**src/core/rtcs_pkg.sv**
```systemverilog
/*
  Constants, types and register map for the serial slave port of the clock chip.
  Assumes a single 50 MHz core clock and a synchronous active-high reset.
*/
// What this block does
// - Two general-purpose bytes at 12h and 13h, kept while on battery.
// - Event input rising edge copies clock/calendar bytes into stamps 14h-19h.
// - Capture also sets event flag and toggles detect pin when enabled.
// - Stamp holds second, minute, hour, date, month, year; no weekday.
// - Only the first event is captured while the event flag is set.
// - Stamp registers have no clear; reset leaves them untouched.
// - Slave only: never drives the serial clock.
// - Bytes travel most significant bit first in both directions.
// - Data changes only while clock low; changes while high are START/STOP.
// - Data pin released after power-up; START ignored during power-up wait.
// - Bus traffic ignored until a START has been seen.
// - STOP returns the serial interface to standby.
// - Transmitter releases data after eight bits; receiver acks on ninth.
// - Device acks address, word address and write data while the FIFO has room; master acks reads.
// - First byte: seven identifier bits then direction bit, 1 read.
// - All seven identifier bits compared; ack only on match.
// - Word address counter resets to 0h and serves current-address reads.
// - Write: START, address byte, word address, data, STOP; each acked.
// - Device keeps sending while master acks; master then sends STOP.
// - Read pointer advances per byte and wraps from 19h to 00h.
// - New event after flag clear overwrites the previous stamp.
package rtcs_pkg;
  localparam int CLK_MHZ = 50;
  localparam int POWERUP_NS = 1000;
  localparam int POWERUP_CYC = (POWERUP_NS * CLK_MHZ + 999) / 1000;
  localparam logic [7:0] ADDR_CCR_LAST = 8'h11;
  localparam logic [7:0] ADDR_USER0 = 8'h12;
  localparam logic [7:0] ADDR_USER1 = 8'h13;
  localparam logic [7:0] ADDR_STAMP_FIRST = 8'h14;
  localparam logic [7:0] ADDR_STAMP_LAST = 8'h19;
  localparam logic [7:0] PTR_RESET = 8'h00;
  localparam logic [2:0] SYNC_IDLE_HIGH = 3'h7;
  localparam logic [2:0] SYNC_IDLE_LOW = 3'h0;
  localparam int CCR_BYTES = 18;
  localparam int STAMP_BYTES = 6;
  localparam int FIFO_DEPTH = 16;
  localparam logic [3:0] BIT_LAST = 4'h8;

  typedef struct packed {
    logic [7:0] addr;
    logic [7:0] data;
  } rtcs_wr_t;

  // gray sequence along idle, address, ack, receive, ack, transmit, ack, skip
  typedef enum logic [2:0] {
    ST_IDLE = 3'h0,
    ST_DEV = 3'h1,
    ST_DEVACK = 3'h3,
    ST_RX = 3'h2,
    ST_RXACK = 3'h6,
    ST_TX = 3'h7,
    ST_TXACK = 3'h5,
    ST_SKIP = 3'h4
  } rtcs_state_t;
endpackage : rtcs_pkg

```
**src/core/rtcs_i2c_slave.sv**
```systemverilog
/*
  Serial two-wire slave port with user bytes, event time stamp and a write FIFO.
  Assumes an external master drives SCL; SDA is open drain, resolved outside.
*/
`timescale 1ns/1ps
`default_nettype none

module rtcs_fifo #(
  parameter int W = 16,
  parameter int DEPTH = 16
) (
  // clock and reset
  input wire logic core_clk,
  input wire logic rst,
  // fill side
  input wire logic in_valid,
  output logic in_ready,
  input wire logic [W-1:0] in_data,
  // drain side
  output logic out_valid,
  input wire logic out_ready,
  output logic [W-1:0] out_data
);
  localparam int AW = $clog2(DEPTH);
  logic [W-1:0] mem [DEPTH];
  logic [AW:0] wp_q;
  logic [AW:0] rp_q;
  wire full = (wp_q[AW] != rp_q[AW]) && (wp_q[AW-1:0] == rp_q[AW-1:0]);
  wire empty = (wp_q == rp_q);
  wire push = in_valid && !full;
  wire pop = out_ready && !empty;
  assign in_ready = !full;
  assign out_valid = !empty;
  assign out_data = mem[rp_q[AW-1:0]];

  always_ff @(posedge core_clk)
  begin
    if (push)
    begin
      mem[wp_q[AW-1:0]] <= in_data;
    end
  end

  always_ff @(posedge core_clk)
  begin
    if (rst)
    begin
      wp_q <= '0;
      rp_q <= '0;
    end
    else
    begin
      wp_q <= wp_q + (AW+1)'(push);
      rp_q <= rp_q + (AW+1)'(pop);
    end
  end
endmodule : rtcs_fifo

module rtcs_i2c_slave
  import rtcs_pkg::*;
#(
  parameter logic [6:0] DEV_ID = 7'h2a // arbitrary value
) (
  // clock and reset
  input wire logic core_clk,
  input wire logic rst,
  // serial bus pins
  input wire logic scl_i,
  input wire logic sda_i,
  output logic sda_o,
  output logic sda_oe_n,
  // clock/calendar register array, bytes 00h-11h
  input wire logic [CCR_BYTES*8-1:0] clock_control_register_array,
  output logic ccr_wr_valid,
  input wire logic ccr_wr_ready,
  output rtcs_wr_t ccr_wr,
  // event logic
  input wire logic event_input_pin,
  input wire logic event_detect_enable,
  input wire logic event_flag_clear,
  output logic event_seen_flag,
  output logic event_detect_output_pin
);
  // two-stage synchronisers, third stage only for edge finding
  logic [2:0] scl_s_q;
  logic [2:0] sda_s_q;
  logic [2:0] evi_s_q;
  logic [5:0] pu_cnt_q;
  logic pu_done_q;
  rtcs_state_t st_q;
  logic [3:0] bit_q;
  logic [7:0] sh_q;
  logic [7:0] ptr_q;
  logic rd_q;
  logic addr_phase_q;
  logic mack_q;
  logic drv_low_q;
  logic [7:0] user_q [2];
  logic [7:0] stamp_q [STAMP_BYTES];
  logic flag_q;
  logic det_q;

  wire scl = scl_s_q[1];
  wire sda = sda_s_q[1];
  wire scl_rise = scl_s_q[1] && !scl_s_q[2];
  wire scl_fall = !scl_s_q[1] && scl_s_q[2];
  wire start_det = scl && scl_s_q[2] && !sda && sda_s_q[2];
  wire stop_det = scl && scl_s_q[2] && sda && !sda_s_q[2];
  wire byte_done = scl_fall && (bit_q == BIT_LAST);
  wire id_match = (sh_q[7:1] == DEV_ID);
  wire ev_rise = evi_s_q[1] && !evi_s_q[2];
  wire capture = ev_rise && !flag_q;

  function automatic logic [7:0] next_ptr(input logic [7:0] p);
    return (p == ADDR_STAMP_LAST) ? PTR_RESET : p + 8'h01;
  endfunction : next_ptr

  function automatic logic [7:0] ccr_byte(input logic [CCR_BYTES*8-1:0] a, input int i);
    return a[i*8 +: 8];
  endfunction : ccr_byte

  // read map selection
  wire is_ccr = (ptr_q <= ADDR_CCR_LAST);
  wire is_user = (ptr_q == ADDR_USER0) || (ptr_q == ADDR_USER1);
  wire is_stamp = (ptr_q >= ADDR_STAMP_FIRST) && (ptr_q <= ADDR_STAMP_LAST);
  wire [7:0] ccr_rd = ccr_byte(clock_control_register_array, int'(ptr_q[4:0]));
  wire [7:0] user_rd = user_q[ptr_q[0]];
  wire [2:0] stamp_idx = 3'(ptr_q - ADDR_STAMP_FIRST);
  wire [7:0] stamp_rd = stamp_q[stamp_idx];
  wire [7:0] rd_byte = is_ccr ? ccr_rd : is_user ? user_rd : is_stamp ? stamp_rd : 8'h00;

  // write path through the fifo
  logic fifo_in_ready;
  logic fifo_out_valid;
  rtcs_wr_t fifo_out;
  wire push_wr = byte_done && (st_q == ST_RX) && !addr_phase_q;
  wire push_ok = push_wr && fifo_in_ready;
  wire out_user = (fifo_out.addr == ADDR_USER0) || (fifo_out.addr == ADDR_USER1);
  wire fifo_pop_ready = out_user || ccr_wr_ready;
  wire user_wr = fifo_out_valid && out_user;

  rtcs_fifo #(
    .W($bits(rtcs_wr_t)),
    .DEPTH(FIFO_DEPTH)
  ) u_fifo (
    .core_clk(core_clk),
    .rst(rst),
    .in_valid(push_wr),
    .in_ready(fifo_in_ready),
    .in_data({ptr_q, sh_q}),
    .out_valid(fifo_out_valid),
    .out_ready(fifo_pop_ready),
    .out_data(fifo_out)
  );

  assign ccr_wr_valid = fifo_out_valid && !out_user;
  assign ccr_wr = fifo_out;
  assign sda_o = 1'b0; // open drain: only ever pulls low
  assign sda_oe_n = !drv_low_q;
  assign event_seen_flag = flag_q;
  assign event_detect_output_pin = det_q;

  always_ff @(posedge core_clk)
  begin
    if (rst)
    begin
      scl_s_q <= SYNC_IDLE_HIGH;
      sda_s_q <= SYNC_IDLE_HIGH;
      evi_s_q <= SYNC_IDLE_LOW;
    end
    else
    begin
      scl_s_q <= {scl_s_q[1:0], scl_i};
      sda_s_q <= {sda_s_q[1:0], sda_i};
      evi_s_q <= {evi_s_q[1:0], event_input_pin};
    end
  end

  always_ff @(posedge core_clk)
  begin
    if (rst)
    begin
      pu_cnt_q <= '0;
      pu_done_q <= 1'b0;
    end
    else if (!pu_done_q)
    begin
      pu_cnt_q <= pu_cnt_q + 6'h01;
      pu_done_q <= (pu_cnt_q == 6'(POWERUP_CYC - 1));
    end
  end

  // no reset: the stamps and user bytes model battery-backed storage
  always_ff @(posedge core_clk)
  begin
    if (capture)
    begin
      for (int i = 0; i < STAMP_BYTES; i++)
      begin
        stamp_q[i] <= ccr_byte(clock_control_register_array, i);
      end
    end
    if (user_wr)
    begin
      user_q[fifo_out.addr[0]] <= fifo_out.data;
    end
  end

  always_ff @(posedge core_clk)
  begin
    if (rst)
    begin
      flag_q <= 1'b0;
      det_q <= 1'b0;
    end
    else
    begin
      // set wins over a clear in the same cycle
      flag_q <= capture || (flag_q && !event_flag_clear);
      if (capture && event_detect_enable)
      begin
        det_q <= !det_q;
      end
    end
  end

  always_ff @(posedge core_clk)
  begin
    if (rst)
    begin
      st_q <= ST_IDLE;
      bit_q <= '0;
      sh_q <= '0;
      ptr_q <= PTR_RESET;
      rd_q <= 1'b0;
      addr_phase_q <= 1'b0;
      mack_q <= 1'b0;
      drv_low_q <= 1'b0;
    end
    else if (start_det && pu_done_q)
    begin
      st_q <= ST_DEV;
      bit_q <= '0;
      drv_low_q <= 1'b0;
    end
    else if (stop_det)
    begin
      st_q <= ST_IDLE;
      drv_low_q <= 1'b0;
    end
    else
    begin
      if (scl_rise && (st_q == ST_DEV || st_q == ST_RX || st_q == ST_TX))
      begin
        sh_q <= (st_q == ST_TX) ? sh_q : {sh_q[6:0], sda};
        bit_q <= bit_q + 4'h1;
      end
      case (st_q)
        ST_DEV:
        begin
          if (byte_done)
          begin
            st_q <= id_match ? ST_DEVACK : ST_SKIP;
            drv_low_q <= id_match;
            rd_q <= sh_q[0];
          end
        end
        ST_RX:
        begin
          if (byte_done)
          begin
            st_q <= ST_RXACK;
            drv_low_q <= addr_phase_q || fifo_in_ready;
            if (addr_phase_q)
            begin
              ptr_q <= sh_q;
            end
            else if (push_ok)
            begin
              ptr_q <= next_ptr(ptr_q);
            end
            addr_phase_q <= 1'b0;
          end
        end
        ST_DEVACK:
        begin
          if (scl_fall)
          begin
            bit_q <= '0;
            if (rd_q)
            begin
              st_q <= ST_TX;
              sh_q <= {rd_byte[6:0], 1'b0};
              drv_low_q <= !rd_byte[7];
              ptr_q <= next_ptr(ptr_q);
            end
            else
            begin
              st_q <= ST_RX;
              addr_phase_q <= 1'b1;
              drv_low_q <= 1'b0;
            end
          end
        end
        ST_RXACK:
        begin
          if (scl_fall)
          begin
            st_q <= ST_RX;
            bit_q <= '0;
            drv_low_q <= 1'b0;
          end
        end
        ST_TX:
        begin
          if (byte_done)
          begin
            st_q <= ST_TXACK;
            drv_low_q <= 1'b0;
          end
          else if (scl_fall)
          begin
            drv_low_q <= !sh_q[7];
            sh_q <= {sh_q[6:0], 1'b0};
          end
        end
        ST_TXACK:
        begin
          if (scl_rise)
          begin
            mack_q <= !sda;
          end
          if (scl_fall)
          begin
            bit_q <= '0;
            if (mack_q)
            begin
              st_q <= ST_TX;
              sh_q <= {rd_byte[6:0], 1'b0};
              drv_low_q <= !rd_byte[7];
              ptr_q <= next_ptr(ptr_q);
            end
            else
            begin
              st_q <= ST_SKIP;
            end
          end
        end
        default:
        begin
          drv_low_q <= 1'b0;
        end
      endcase
    end
  end
endmodule : rtcs_i2c_slave

`default_nettype wire

```
**config.mk**
```make
export PLATFORM = sky130hd
export DESIGN_NAME = rtcs_i2c_slave
export DESIGN_NICKNAME = d
export VERILOG_FILES = /design/src/core/rtcs_pkg.sv /design/src/core/rtcs_i2c_slave.sv
export SDC_FILE = /design/constraint.sdc
export NUM_CORES = 1
export LEC_CHECK = 0
export BUFFER_PORTS_ARGS = -buffer_cell sky130_fd_sc_hd__buf_4
export CORE_UTILIZATION = 49
export CTS_CLUSTER_SIZE = 12
export DETAILED_ROUTE_END_ITERATION = 8
export GPL_TIMING_DRIVEN = 0
export PLACE_DENSITY = 0.68
export SETUP_SLACK_MARGIN = 0.4
export SLEW_MARGIN = 20
export SYNTH_ARGS = -nofsm -noshare
export SYNTH_HDL_FRONTEND = slang
export SYNTH_SLANG_ARGS = --single-unit
```
**constraint.sdc**
```tcl
create_clock -name core_clk -period 5.3 [get_ports core_clk]
set_clock_uncertainty 0.15 [all_clocks]
set_input_delay 0.53 -clock core_clk [delete_from_list [all_inputs] [get_ports core_clk]]
set_output_delay 0.53 -clock core_clk [all_outputs]
set_load 0.05 [all_outputs]
```
# After elaboration in Yosys (flattened, before gate mapping)
# Memories as Yosys holds them, arrays and structs flattened. A register that Yosys moved wholly into a read port is not among the register bits.
# Index checks and enable logic that the tools add are counted.
[word_totals]
ram_bits = 320
mem_count = 3
input_bits = 152
reg_bits = 55
out_inout_bits = 21
[op_classes]
reduce_logical = 59
n_eq_ne = 34
magnitude_cmp = 3
mux = 60
bitwise = 2
n_shift = 1
n_addsub = 6
[memory_table]
columns = ["name", "words", "width", "read_ports", "rd_clocked_by_memory_dff", "wr", "line_no", "source"]
rows = [
  ["u_fifo.mem", 16, 16, 1, 1, 1, "rtcs_i2c_slave.sv:25", "logic [W-1:0] mem [DEPTH];"],
  ["stamp_q", 6, 8, 1, 0, 6, "rtcs_i2c_slave.sv:99", "logic [7:0] stamp_q [STAMP_BYTES];"],
  ["user_q", 2, 8, 1, 1, 1, "rtcs_i2c_slave.sv:98", "logic [7:0] user_q [2];"],
]
[ops]
columns = ["cell", "count"]
rows = [
  ["$mux 8", 19],
  ["$shiftx 144x9->8", 1],
  ["$pmux 8 s3", 2],
  ["$eq 8x5->1 const B", 5],
  ["$mux 3", 8],
  ["$mux 1", 23],
  ["$logic_and 1x1->1", 22],
  ["$reduce_and 7->1", 3],
  ["$ne 4x4->1 const B", 5],
  ["$ne 2x2->1 const B", 9],
  ["$pmux 3 s6", 1],
  ["$le 8x5->1 const B", 2],
  ["$mux 4", 4],
  ["$logic_not 1->1", 15],
  ["$add 5x1->5", 2],
  ["$eq 3x3->1 const B", 3],
  ["$reduce_and 9->1", 1],
  ["$add 8x1->8 const B", 1],
  ["$ge 8x5->1 const B", 1],
  ["$reduce_and 4->1", 2],
  ["$reduce_bool 8->1", 1],
  ["$eq 7x6->1 const B", 1],
  ["$logic_or 1x1->1", 7],
  ["$add 6x1->6 const B", 1],
  ["other kinds (23)", 26],
]

# Longest topological paths before layout
# Gate-level depths: netlist (run 1).
[depth]
ltp_word = 12
depth_mapped = 13
ltp_nobuf = 11

# Modules after synthesis
# A second synthesis (run 1) with hierarchy kept.
[hier_totals]
cells_unflattened = 1078
hier_area_um2 = 16947.5
[modules_own_cells]
columns = ["module", "cells_each", "area_per_inst_um2", "instances", "seq_area_each_um2"]
rows = [
  ["rtcs_fifo", 502, 10470.0, 1, 7887.6],
  ["rtcs_i2c_slave", 576, 6477.5, 1, 2842.7],
]

# Worst setup path after synthesis (run 1)
# No wires, ideal clock.
[synth_timing]
kind = "reg-to-reg"
start = "register flag_q (netlist: event_seen_flag)"
end = "register det_q (netlist: event_detect_output_pin)"
path_slack_ns = 0.307
arrival_time_ns = 4.715
n_path_buf = 0
required_ns = 5.022
path_stages_with_launch = 5
cell_sequence = "dfxtp_1 -> nor3b_1 -> nand2_1 -> xor2_1 -> nor2_1"
[synth_between]
elab_chain_len = 3
[synth_lines]
columns = ["element", "line_no", "source"]
rows = [
  ["start, declared", "rtcs_i2c_slave.sv:100", "logic flag_q;"],
  ["start signal, assigned", "rtcs_i2c_slave.sv:219", "flag_q <= capture || (flag_q && !event_flag_clear);"],
  ["$logic_not 1->1", "rtcs_i2c_slave.sv:112", "wire capture = ev_rise && !flag_q;"],
  ["$logic_and 1x1->1", "rtcs_i2c_slave.sv:112", ""],
  ["via capture", "rtcs_i2c_slave.sv:112", ""],
  ["$logic_and 1x1->1", "rtcs_i2c_slave.sv:220", "if (capture && event_detect_enable)"],
  ["end signal, assigned", "rtcs_i2c_slave.sv:222", "det_q <= !det_q;"],
  ["end, declared", "rtcs_i2c_slave.sv:101", "logic det_q;"],
]
# The timed path passes the listed nets, and every way through them passes these cells.
# A chain may end at the register's enable or synchronous reset.

==> results.json, run 1 <==
{
  "multi_input_area_mm2": 0.00550,
  "synth.area.top_cells": "edfxtp_1, mux4_2, dfxtp_1, mux2i_1, nor2_1",
  "clk_latency_ns": 0.53,
  "cp-start-kind": "flop",
  "max_cap_violations": 0,
  "ys.flop_type": "edfxtp_1",
  "yosys.area.top_type_share_pct": 58.4,
  "ys_ff_latch": 376,
  "first_pass_iters": 5,
  "grt_overflow": 0,
  "syn_nets": 1156,
  "fp.dieArea_mm2": 0.0343,
  "cts_tree": "yes",
  "fin_nets": 1381,
  "clock-sinks": 376,
  "fin_crit_sh_pct": 76.8,
  "relSlewSlack_pct": 43.8,
  "worst-r2r-cell-count": 8,
  "core_area_mm2": 0.0328,
  "ctsResizeCount": 0,
  "synth_warnings": 0,
  "dpl.hpwl_um": 27700,
  "crit_type": "reg2out",
  "cts_setup_buffers": 0,
  "grt_max_degree": 23,
  "syn_inst": 992,
  "cp.arrival_ns": 3.39,
  "setup_tns_ns": 0,
  "peakVddDrop_v": 0.000187,
  "antenna_found_initial": 0,
  "die_y_um": 185,
  "power_mw": 5.86,
  "synth_edf_count": 320,
  "area_growth_syn_to_layout_pct": 19.6,
  "start_util_pct": 50.2,
  "regArea_mm2": 0.0107,
  "hold_class": "in2reg",
  "whs_path_depth": 1,
  "critPathRequiredTime_ns": 4.62,
  "port_buffers": 171,
  "crit_path_end_kind": "primary output",
  "status": "finished, final reports clean",
  "synthArstFlopShare_pct": 0,
  "rsz0062_at_grt": "false",
  "p_leak_nw": 6.45,
  "ant_nets": 0,
  "vias_per_cell": 5.93,
  "cts_hold_buf": 0,
  "drc": 0,
  "dieWidth_um": 185,
  "vias": 9972,
  "wirelength_um": 40300,
  "gp_congestion": 0.896,
  "pin_count": 173,
  "grt_pass1_wl_um": 60200,
  "seq_area_frac_synth_pct": 65.2,
  "rows": 66,
  "wl_per_cell_um": 23.9,
  "timing.fmax_mhz": 246,
  "fill_cells": 2506,
  "root_buffer": "clkbuf_16",
  "drv_slew": 0,
  "period_needed_ns": 4.07,
  "clk_path_buf_depth": 3,
  "critPathMaxFanout": 10,
  "grt_usage_pct": 24.1,
  "grt_pass1_vias": 9976,
  "power_density_mw_per_mm2": 297,
  "syn-cell-area_mm2": 0.0165,
  "drive_gt1_share_pct": 34.0,
  "clkTransAtPathRegs_ns": 0.06,
  "worstMarginPinSlew_ns": 0.842,
  "drtIter0Drc": 933,
  "ys_types": 65,
  "yosysTopAreaCell": "edfxtp_1",
  "finalHoldViolCount": 0,
  "htreeDepth": 2,
  "numCtsBuffers": 39,
  "syn_avg_cell_area_um2": 16.6,
  "num_antenna_cells": 0,
  "setup_viol": 0
}
[layout make-up]
class                      instances  area share (%)
multi-input combinational        544            27.9
sequential                       376            54.5
buffer                            60            1.51
clock inverter                    10           0.470
tap                              442            2.81
timing repair buffer             184            7.26
clock buffer                      54            5.29
inverter                          12           0.229
[report_power, final]
| group | internal [mW] | total [mW] | switching [mW] |
|---|---|---|---|
| sequential | 3.19 | 3.20 | 0.00958 |
| combinational | 0.106 | 0.169 | 0.0629 |
| clock | 1.42 | 2.49 | 1.07 |
[worst max-delay path: stages, from the launching register on]
cell and delay (ns):
dfxtp_1 0.47, buf_6 0.23, buf_6 0.19, buf_2 0.35, buf_2 0.41, mux4_2 0.38
mux4_2 0.59, buf_4 0.23
[kinds of logic (layout without fill, tap and decap cells)]
logic type / Yosys count / in the layout / synth area share [%]
AO/OA/AOI/OAI: 142 / 142 / 5.80
XOR/XNOR: 23 / 23 / 1.22
adder cells (fa/ha/maj): 12 / 12 / 0.912
buffers and inverters: 72 / 320 / 2.08
flip-flops: 376 / 376 / 65.2
multiplexers: 174 / 174 / 18.9
other: 1 / 1 / 0.0228
AND/OR/NAND/NOR: 192 / 192 / 5.94
[registers in the layout (all words and copies together), names as in the netlist, named ones only]
| name | count |
|---|---|
| u_fifo.mem | 256 |
| stamp_q | 48 |
| user_q | 16 |
| ptr_q | 8 |
| sh_q | 8 |
| pu_cnt_q | 6 |
| u_fifo.rp_q | 5 |
| u_fifo.wp_q | 5 |
| bit_q | 4 |
| evi_s_q | 3 |
| scl_s_q | 3 |
| sda_s_q | 3 |
| st_q | 3 |
| addr_phase_q | 1 |
| drv_low_q | 1 |
| event_detect_output_pin | 1 |
| event_seen_flag | 1 |
| mack_q | 1 |
| pu_done_q | 1 |
| rd_q | 1 |
[routing by layer]
metal	part of all wire, %	track usage, %
met1	41	33.2
met2	50	40.2
met3	6.8	3.97
met4	1.5	5.29
met5	0	0
[cell usage after synthesis (3+ instances only)]
master / count
a211oi_1: 9
a21o_1: 4
a21oi_1: 30
a221oi_1: 10
a22oi_1: 7
a32o_1: 3
a32oi_1: 3
and3_1: 3
buf_1: 5
buf_2: 25
buf_4: 7
clkbuf_1: 21
dfxtp_1: 56
edfxtp_1: 320
ha_1: 12
inv_1: 12
mux2_2: 19
mux2i_1: 48
mux4_2: 107
nand2_1: 39
nand2b_1: 13
nand3_1: 14
nand3b_1: 6
nand4_1: 3
nand4b_1: 3
nor2_1: 64
nor2b_1: 13
nor3_1: 8
o211ai_1: 9
o21ai_0: 33
o221ai_1: 3
o22ai_1: 4
o31ai_1: 3
o32ai_1: 7
or2_2: 8
or3_1: 4
xnor2_1: 8
xor2_1: 15
[placed cells by master, fill, tap and decap left out, types with 14 or more instances in the layout]
master,instances
edfxtp_1,320
nor2_1,52
o21ai_0,33
mux2i_1,48
a21oi_1,30
clkbuf_1,35
clkbuf_16,39
buf_2,25
dfxtp_1,56
nand3_1,14
mux2_2,19
buf_4,183
nand2_1,39
mux4_2,107
xor2_1,15
[worst paths after layout]
path                                         start       endpoint  slack, ns
hold / removal    clock_control_register_array[29]  stamp_q[3][5]       0.05
setup reg to reg                    u_fifo.rp_q[2]   user_q[0][3]       1.76
setup / recovery                    u_fifo.rp_q[1]      ccr_wr[7]       1.23
hold reg to reg                         scl_s_q[0]     scl_s_q[1]       0.26
[metrics by stage]
stage	worst slack, ns	std cells	area (um^2)	hold slack [ns]	utilization (%)
after detailed placement	1.73	1618	18600	0.251	56.6
after global routing	1.14	1682	19700	0.0334	60.1
final	1.23	1682	19700	0.0456	60.1
after global placement	0.461	1605	18300	0.246	55.8
after CTS	1.17	1682	19700	0.0314	60.1
after floorplan	2.08	992	16500	0.239	-
Note: power is estimated with default switching activity, not from simulation.
==> inputs of run 2 (changes only) <==
clock period = 4.1 ns   (was 5.3 ns; I/O delays follow)
==> run 2 against run 1 <==
Total power rose by 30%. Clock power rose by 29%. Worst setup slack worse by 0.70 ns. Wire length up 1.6%. Combinational power is 54% higher. Non-clock buffer count grew 51. Global-route usage up 0.31 points. Register-to-register slack got worse by 1.2 ns. First-iteration DRC count increased by 2.3%. Sequential power rose by 29%. Via count is 2.4% higher. Largest cell class unchanged.
==> results.json, run 2 (synthesized netlist as in run 1, its figures left out) <==
{
  "rows": 66,
  "clk_latency_ns": 0.53,
  "period_needed_ns": 3.57,
  "gp_congestion": 0.896,
  "root_buffer": "clkbuf_16",
  "clock-sinks": 376,
  "cts_tree": "yes",
  "fp.dieArea_mm2": 0.0343,
  "vias_per_cell": 5.89,
  "final_common_cell": "edfxtp_1",
  "wirelength_um": 40900,
  "hold_class": "in2reg",
  "crit_path_frequent_cell": "buf_4",
  "timing.rr.start": "bit_q[0]",
  "ant_nets": 0,
  "grt_overflow": 0,
  "cts_setup_buffers": 0,
  "max_cap_violations": 0,
  "core_area_mm2": 0.0328,
  "multi_input_area_mm2": 0.00551,
  "dpl.hpwl_um": 27700,
  "cp_slowest_stage_delay_ns": 0.59,
  "crit_path_end_kind": "primary output",
  "cp_slowest_cell": "mux4_2",
  "numCtsBuffers": 39,
  "clk_path_buf_depth": 3,
  "cp-start-kind": "flop",
  "vias": 10200,
  "p_leak_nw": 6.67,
  "layout_setup_ws_ns": 0.529,
  "drive_gt1_share_pct": 33.2,
  "cp.arrival_ns": 3.01,
  "holdWs_ns": 0.0686,
  "antenna_found_initial": 0,
  "fin_area_mm2": 0.0202,
  "status": "finished, final reports clean",
  "power_mw": 7.62,
  "worst-r2r-cell-count": 10,
  "die_y_um": 185,
  "grt_pass1_wl_um": 61100,
  "fin_crit_sh_pct": 87.1,
  "fin_nets": 1432,
  "crit_type": "reg2out",
  "critPathMaxFanout": 10,
  "grt_pass1_vias": 10300,
  "regArea_mm2": 0.0107,
  "drtIter0Drc": 954,
  "area_growth_syn_to_layout_pct": 22.9,
  "grt_usage_pct": 24.4,
  "timing.fmax_mhz": 280,
  "peakVddDrop_v": 0.000243,
  "rrSetupSlack_ns": 0.56,
  "critPathRequiredTime_ns": 3.54,
  "place_area_mm2": 0.0186,
  "power_density_mw_per_mm2": 376,
  "port_buffers": 171,
  "wl_per_cell_um": 23.6,
  "dp_slack_ns": 0.529,
  "final_cell_mix": "edfxtp_1, buf_4, mux4_2",
  "start_util_pct": 50.2,
  "pin_count": 173,
  "endpoint": "ccr_wr[7]",
  "dp_cells": 1618,
  "num_antenna_cells": 0,
  "largest_reg_flops": 256,
  "rsz0062_at_grt": "false",
  "drv_slew": 0,
  "startpoint": "u_fifo.rp_q[0]",
  "crit_chain": "buf_4 > buf_4 > clkbuf_4 > mux4_2 > mux4_2 > buf_4",
  "stdcell_count": 1733,
  "finalHoldViolCount": 0,
  "relSlewSlack_pct": 42.6,
  "grt_max_degree": 23,
  "worstMarginPinSlew_ns": 0.860,
  "fill_cells": 2431,
  "dieWidth_um": 185,
  "first_pass_iters": 5,
  "setup_viol": 0,
  "drc": 0,
  "timing.rr.end": "u_fifo.mem[3][4]",
  "htreeDepth": 2,
  "clkTransAtPathRegs_ns": 0.06
}
## run 2: cell types whose count changed in the layout (fill, tap and decap cells not counted), sizes merged
cell,change
buf,-1
dlygate4sd3,+51
clkbuf,+1
## run 2: worst max-delay path, delay by kind of cell (launching register included)
| family | cells | cell delay (ns) |
|---|---|---|
| buf+inv | 4 | 1.02 |
| flops | 1 | 0.33 |
| mux | 2 | 1.14 |
## run 2: worst min-delay path by stage
stage	startpoint	to	slack [ns]	cells after the start
2_1_floorplan	scl_s_q[0]	scl_s_q[1]	0.24	1
4_1_cts	event_flag_clear	event_seen_flag	0.06	4
6_report	event_flag_clear	event_seen_flag	0.07	4
3_5_place_dp	scl_s_q[0]	scl_s_q[1]	0.25	1
5_1_grt	event_detect_enable	event_detect_output_pin	0.09	4
3_3_place_gp	scl_s_q[0]	scl_s_q[1]	0.25	1
## run 2: cell type report
| type | instances | area share (%) |
|---|---|---|
| timing repair buffer | 235 | 9.59 |
| multi-input combinational | 544 | 27.2 |
| tap | 442 | 2.73 |
| sequential | 376 | 53.0 |
| clock inverter | 10 | 0.457 |
| clock buffer | 54 | 5.15 |
| buffer | 60 | 1.59 |
| inverter | 12 | 0.223 |
## run 2: per-stage QoR
stage	setup TNS [ns]	util (%)
finish	0	61.7
global route	0	61.7
CTS	0	61.7
detailed placement	0	56.6
global placement	-35.56	55.8
floorplan	0	-
## run 2: routing by layer
| layer | global-route usage, % | up-vias | share of wire [%] |
|---|---|---|---|
| li1 | - | 4541 | - |
| met4 | 5.52 | 0 | 1.5 |
| met5 | 0 | - | 0 |
| met1 | 33.3 | 5198 | 41 |
| met2 | 41.1 | 424 | 51 |
| met3 | 3.81 | 51 | 6.4 |
## run 2: what timing repair did
item / in CTS / in global routing
gates cloned: 0 / 0
setup endpoints to repair: 9 / 16
hold endpoints to repair: 51 / 0
hold buffers: 51 / 0
gates resized for setup: 10 / 6
## run 2: power breakdown
part	internal, mW	leakage, nW	switching (mW)
Sequential	4.12	3.34	0.0124
Clock	1.83	0.550	1.39
Combinational	0.169	2.78	0.0907
==> inputs of run 3 (changes only) <==
CORE_MARGIN = 5   (was unset)
PLACE_DENSITY = 0.64   (was 0.68)
==> run 3 against run 2 <==
Die area grew 8.8%. Final area grew 0.31%. Hold slack lost 0.034 ns. Final cell count grew 0.40%. Wire length grew 2.5%. Total power grew 1.7%. Sequential power is essentially flat. Largest cell class unchanged. Largest power group unchanged. Highest routed layer unchanged.
==> results.json, run 3 (synthesized netlist as in run 1, its figures left out) <==
{
  "clk_path_buf_depth": 3,
  "dp_slack_ns": 0.541,
  "stdcell_count": 1740,
  "setup_viol": 0,
  "clkTransAtPathRegs_ns": 0.06,
  "grt_pass1_vias": 10500,
  "max_cap_violations": 0,
  "fill_cells": 2569,
  "regArea_mm2": 0.0107,
  "final_cell_mix": "edfxtp_1, buf_4, mux4_2",
  "setup_tns_ns": 0,
  "crit_type": "reg2out",
  "final_common_cell": "edfxtp_1",
  "wirelength_um": 41900,
  "place_area_mm2": 0.0185,
  "clk_latency_ns": 0.54,
  "rsz0062_at_grt": "true",
  "grt_usage_pct": 22.2,
  "drv_slew": 0,
  "pin_count": 173,
  "critPathMaxFanout": 10,
  "port_buffers": 171,
  "fin_area_mm2": 0.0203,
  "start_util_pct": 49.4,
  "crit_path_end_kind": "primary output",
  "largest_reg_flops": 256,
  "status": "finished, final reports clean",
  "rows": 67,
  "timing.fmax_mhz": 279,
  "period_needed_ns": 3.58,
  "grt_max_degree": 23,
  "holdWs_ns": 0.0350,
  "drtIter0Drc": 747,
  "die_y_um": 193,
  "cp-start-kind": "flop",
  "core_area_mm2": 0.0334,
  "area_growth_syn_to_layout_pct": 23.3,
  "drive_gt1_share_pct": 33.2,
  "power_density_mw_per_mm2": 382,
  "peakVddDrop_v": 0.000296,
  "dp_cells": 1623,
  "layout_setup_ws_ns": 0.522,
  "numCtsBuffers": 40,
  "root_buffer": "clkbuf_16",
  "cp.arrival_ns": 3.02,
  "hold_class": "in2reg",
  "relSlewSlack_pct": 39.7,
  "dpl.hpwl_um": 28700,
  "fin_nets": 1432,
  "drc": 0,
  "gp_congestion": 0.881,
  "vias_per_cell": 5.86,
  "antenna_found_initial": 0,
  "power_mw": 7.75,
  "critPathRequiredTime_ns": 3.54,
  "final_core_utilization_pct": 60.9,
  "finalHoldViolCount": 0,
  "first_pass_iters": 5,
  "multi_input_area_mm2": 0.00552,
  "wl_per_cell_um": 24.1,
  "worstMarginPinSlew_ns": 0.903,
  "cts_setup_buffers": 0,
  "fp.dieArea_mm2": 0.0374,
  "htreeDepth": 2,
  "grt_overflow": 0,
  "fin_crit_sh_pct": 87.3,
  "cts_tree": "yes",
  "vias": 10200,
  "ant_nets": 0,
  "num_antenna_cells": 0,
  "clock-sinks": 376,
  "grt_pass1_wl_um": 63700,
  "p_leak_nw": 6.69,
  "dieWidth_um": 193
}
[run 3: changes by cell type in the layout (fill, tap and decap cells not counted), sizes merged]
cell and delta:
clkbuf -2, buf -1, inv +1, clkinv +3
[run 3: worst max-delay path, cell delays in order (launching register included)]
cell,delay (ns)
dfxtp_1,0.42
buf_6,0.22
buf_6,0.19
mux4_2,0.51
mux2i_1,0.29
nand3_1,0.12
o31ai_1,0.09
and3_1,0.32
nor2_1,0.11
buf_4,0.20
[run 3: report_power, final]
part           switching (mW)  internal [mW]
combinational          0.0907          0.169
sequential             0.0124           4.12
clock                    1.45           1.91
total                    1.55           6.20
[run 3: path summary, 6_finish.rpt]
kind,startpoint,endpoint,slack [ns],depth (start not counted)
worst max-delay path,u_fifo.rp_q[1],ccr_wr_valid,0.52,9
worst min-delay path,event_flag_clear,event_seen_flag,0.04,4
worst max register to register,bit_q[0],u_fifo.mem[0][8],0.67,10
worst min register to register,sda_s_q[0],sda_s_q[1],0.26,1
[run 3: layout make-up]
cell class / count / share of cell area, %
Buffer: 60 / 1.60
Clock buffer: 52 / 5.25
Clock inverter: 14 / 0.715
Inverter: 12 / 0.222
Multi-Input combinational cell: 544 / 27.2
Sequential cell: 376 / 52.9
Tap cell: 448 / 2.76
Timing Repair Buffer: 234 / 9.39
[run 3: metal layers]
| layer | routed length, um | vias up | global-route usage (%) |
|---|---|---|---|
| met3 | 2790 | 74 | 4.12 |
| li1 | - | 4539 | - |
| met5 | 0 | - | 0 |
| met1 | 17700 | 5183 | 31.0 |
| met2 | 20400 | 397 | 36.4 |
| met4 | 991 | 0 | 5.72 |
[run 3: repair_timing]
item,4_1_cts,5_1_grt
hold buffers,51,0
endpoints found under the hold margin,51,0
resized for setup,8,6
endpoints found under the setup margin,9,14
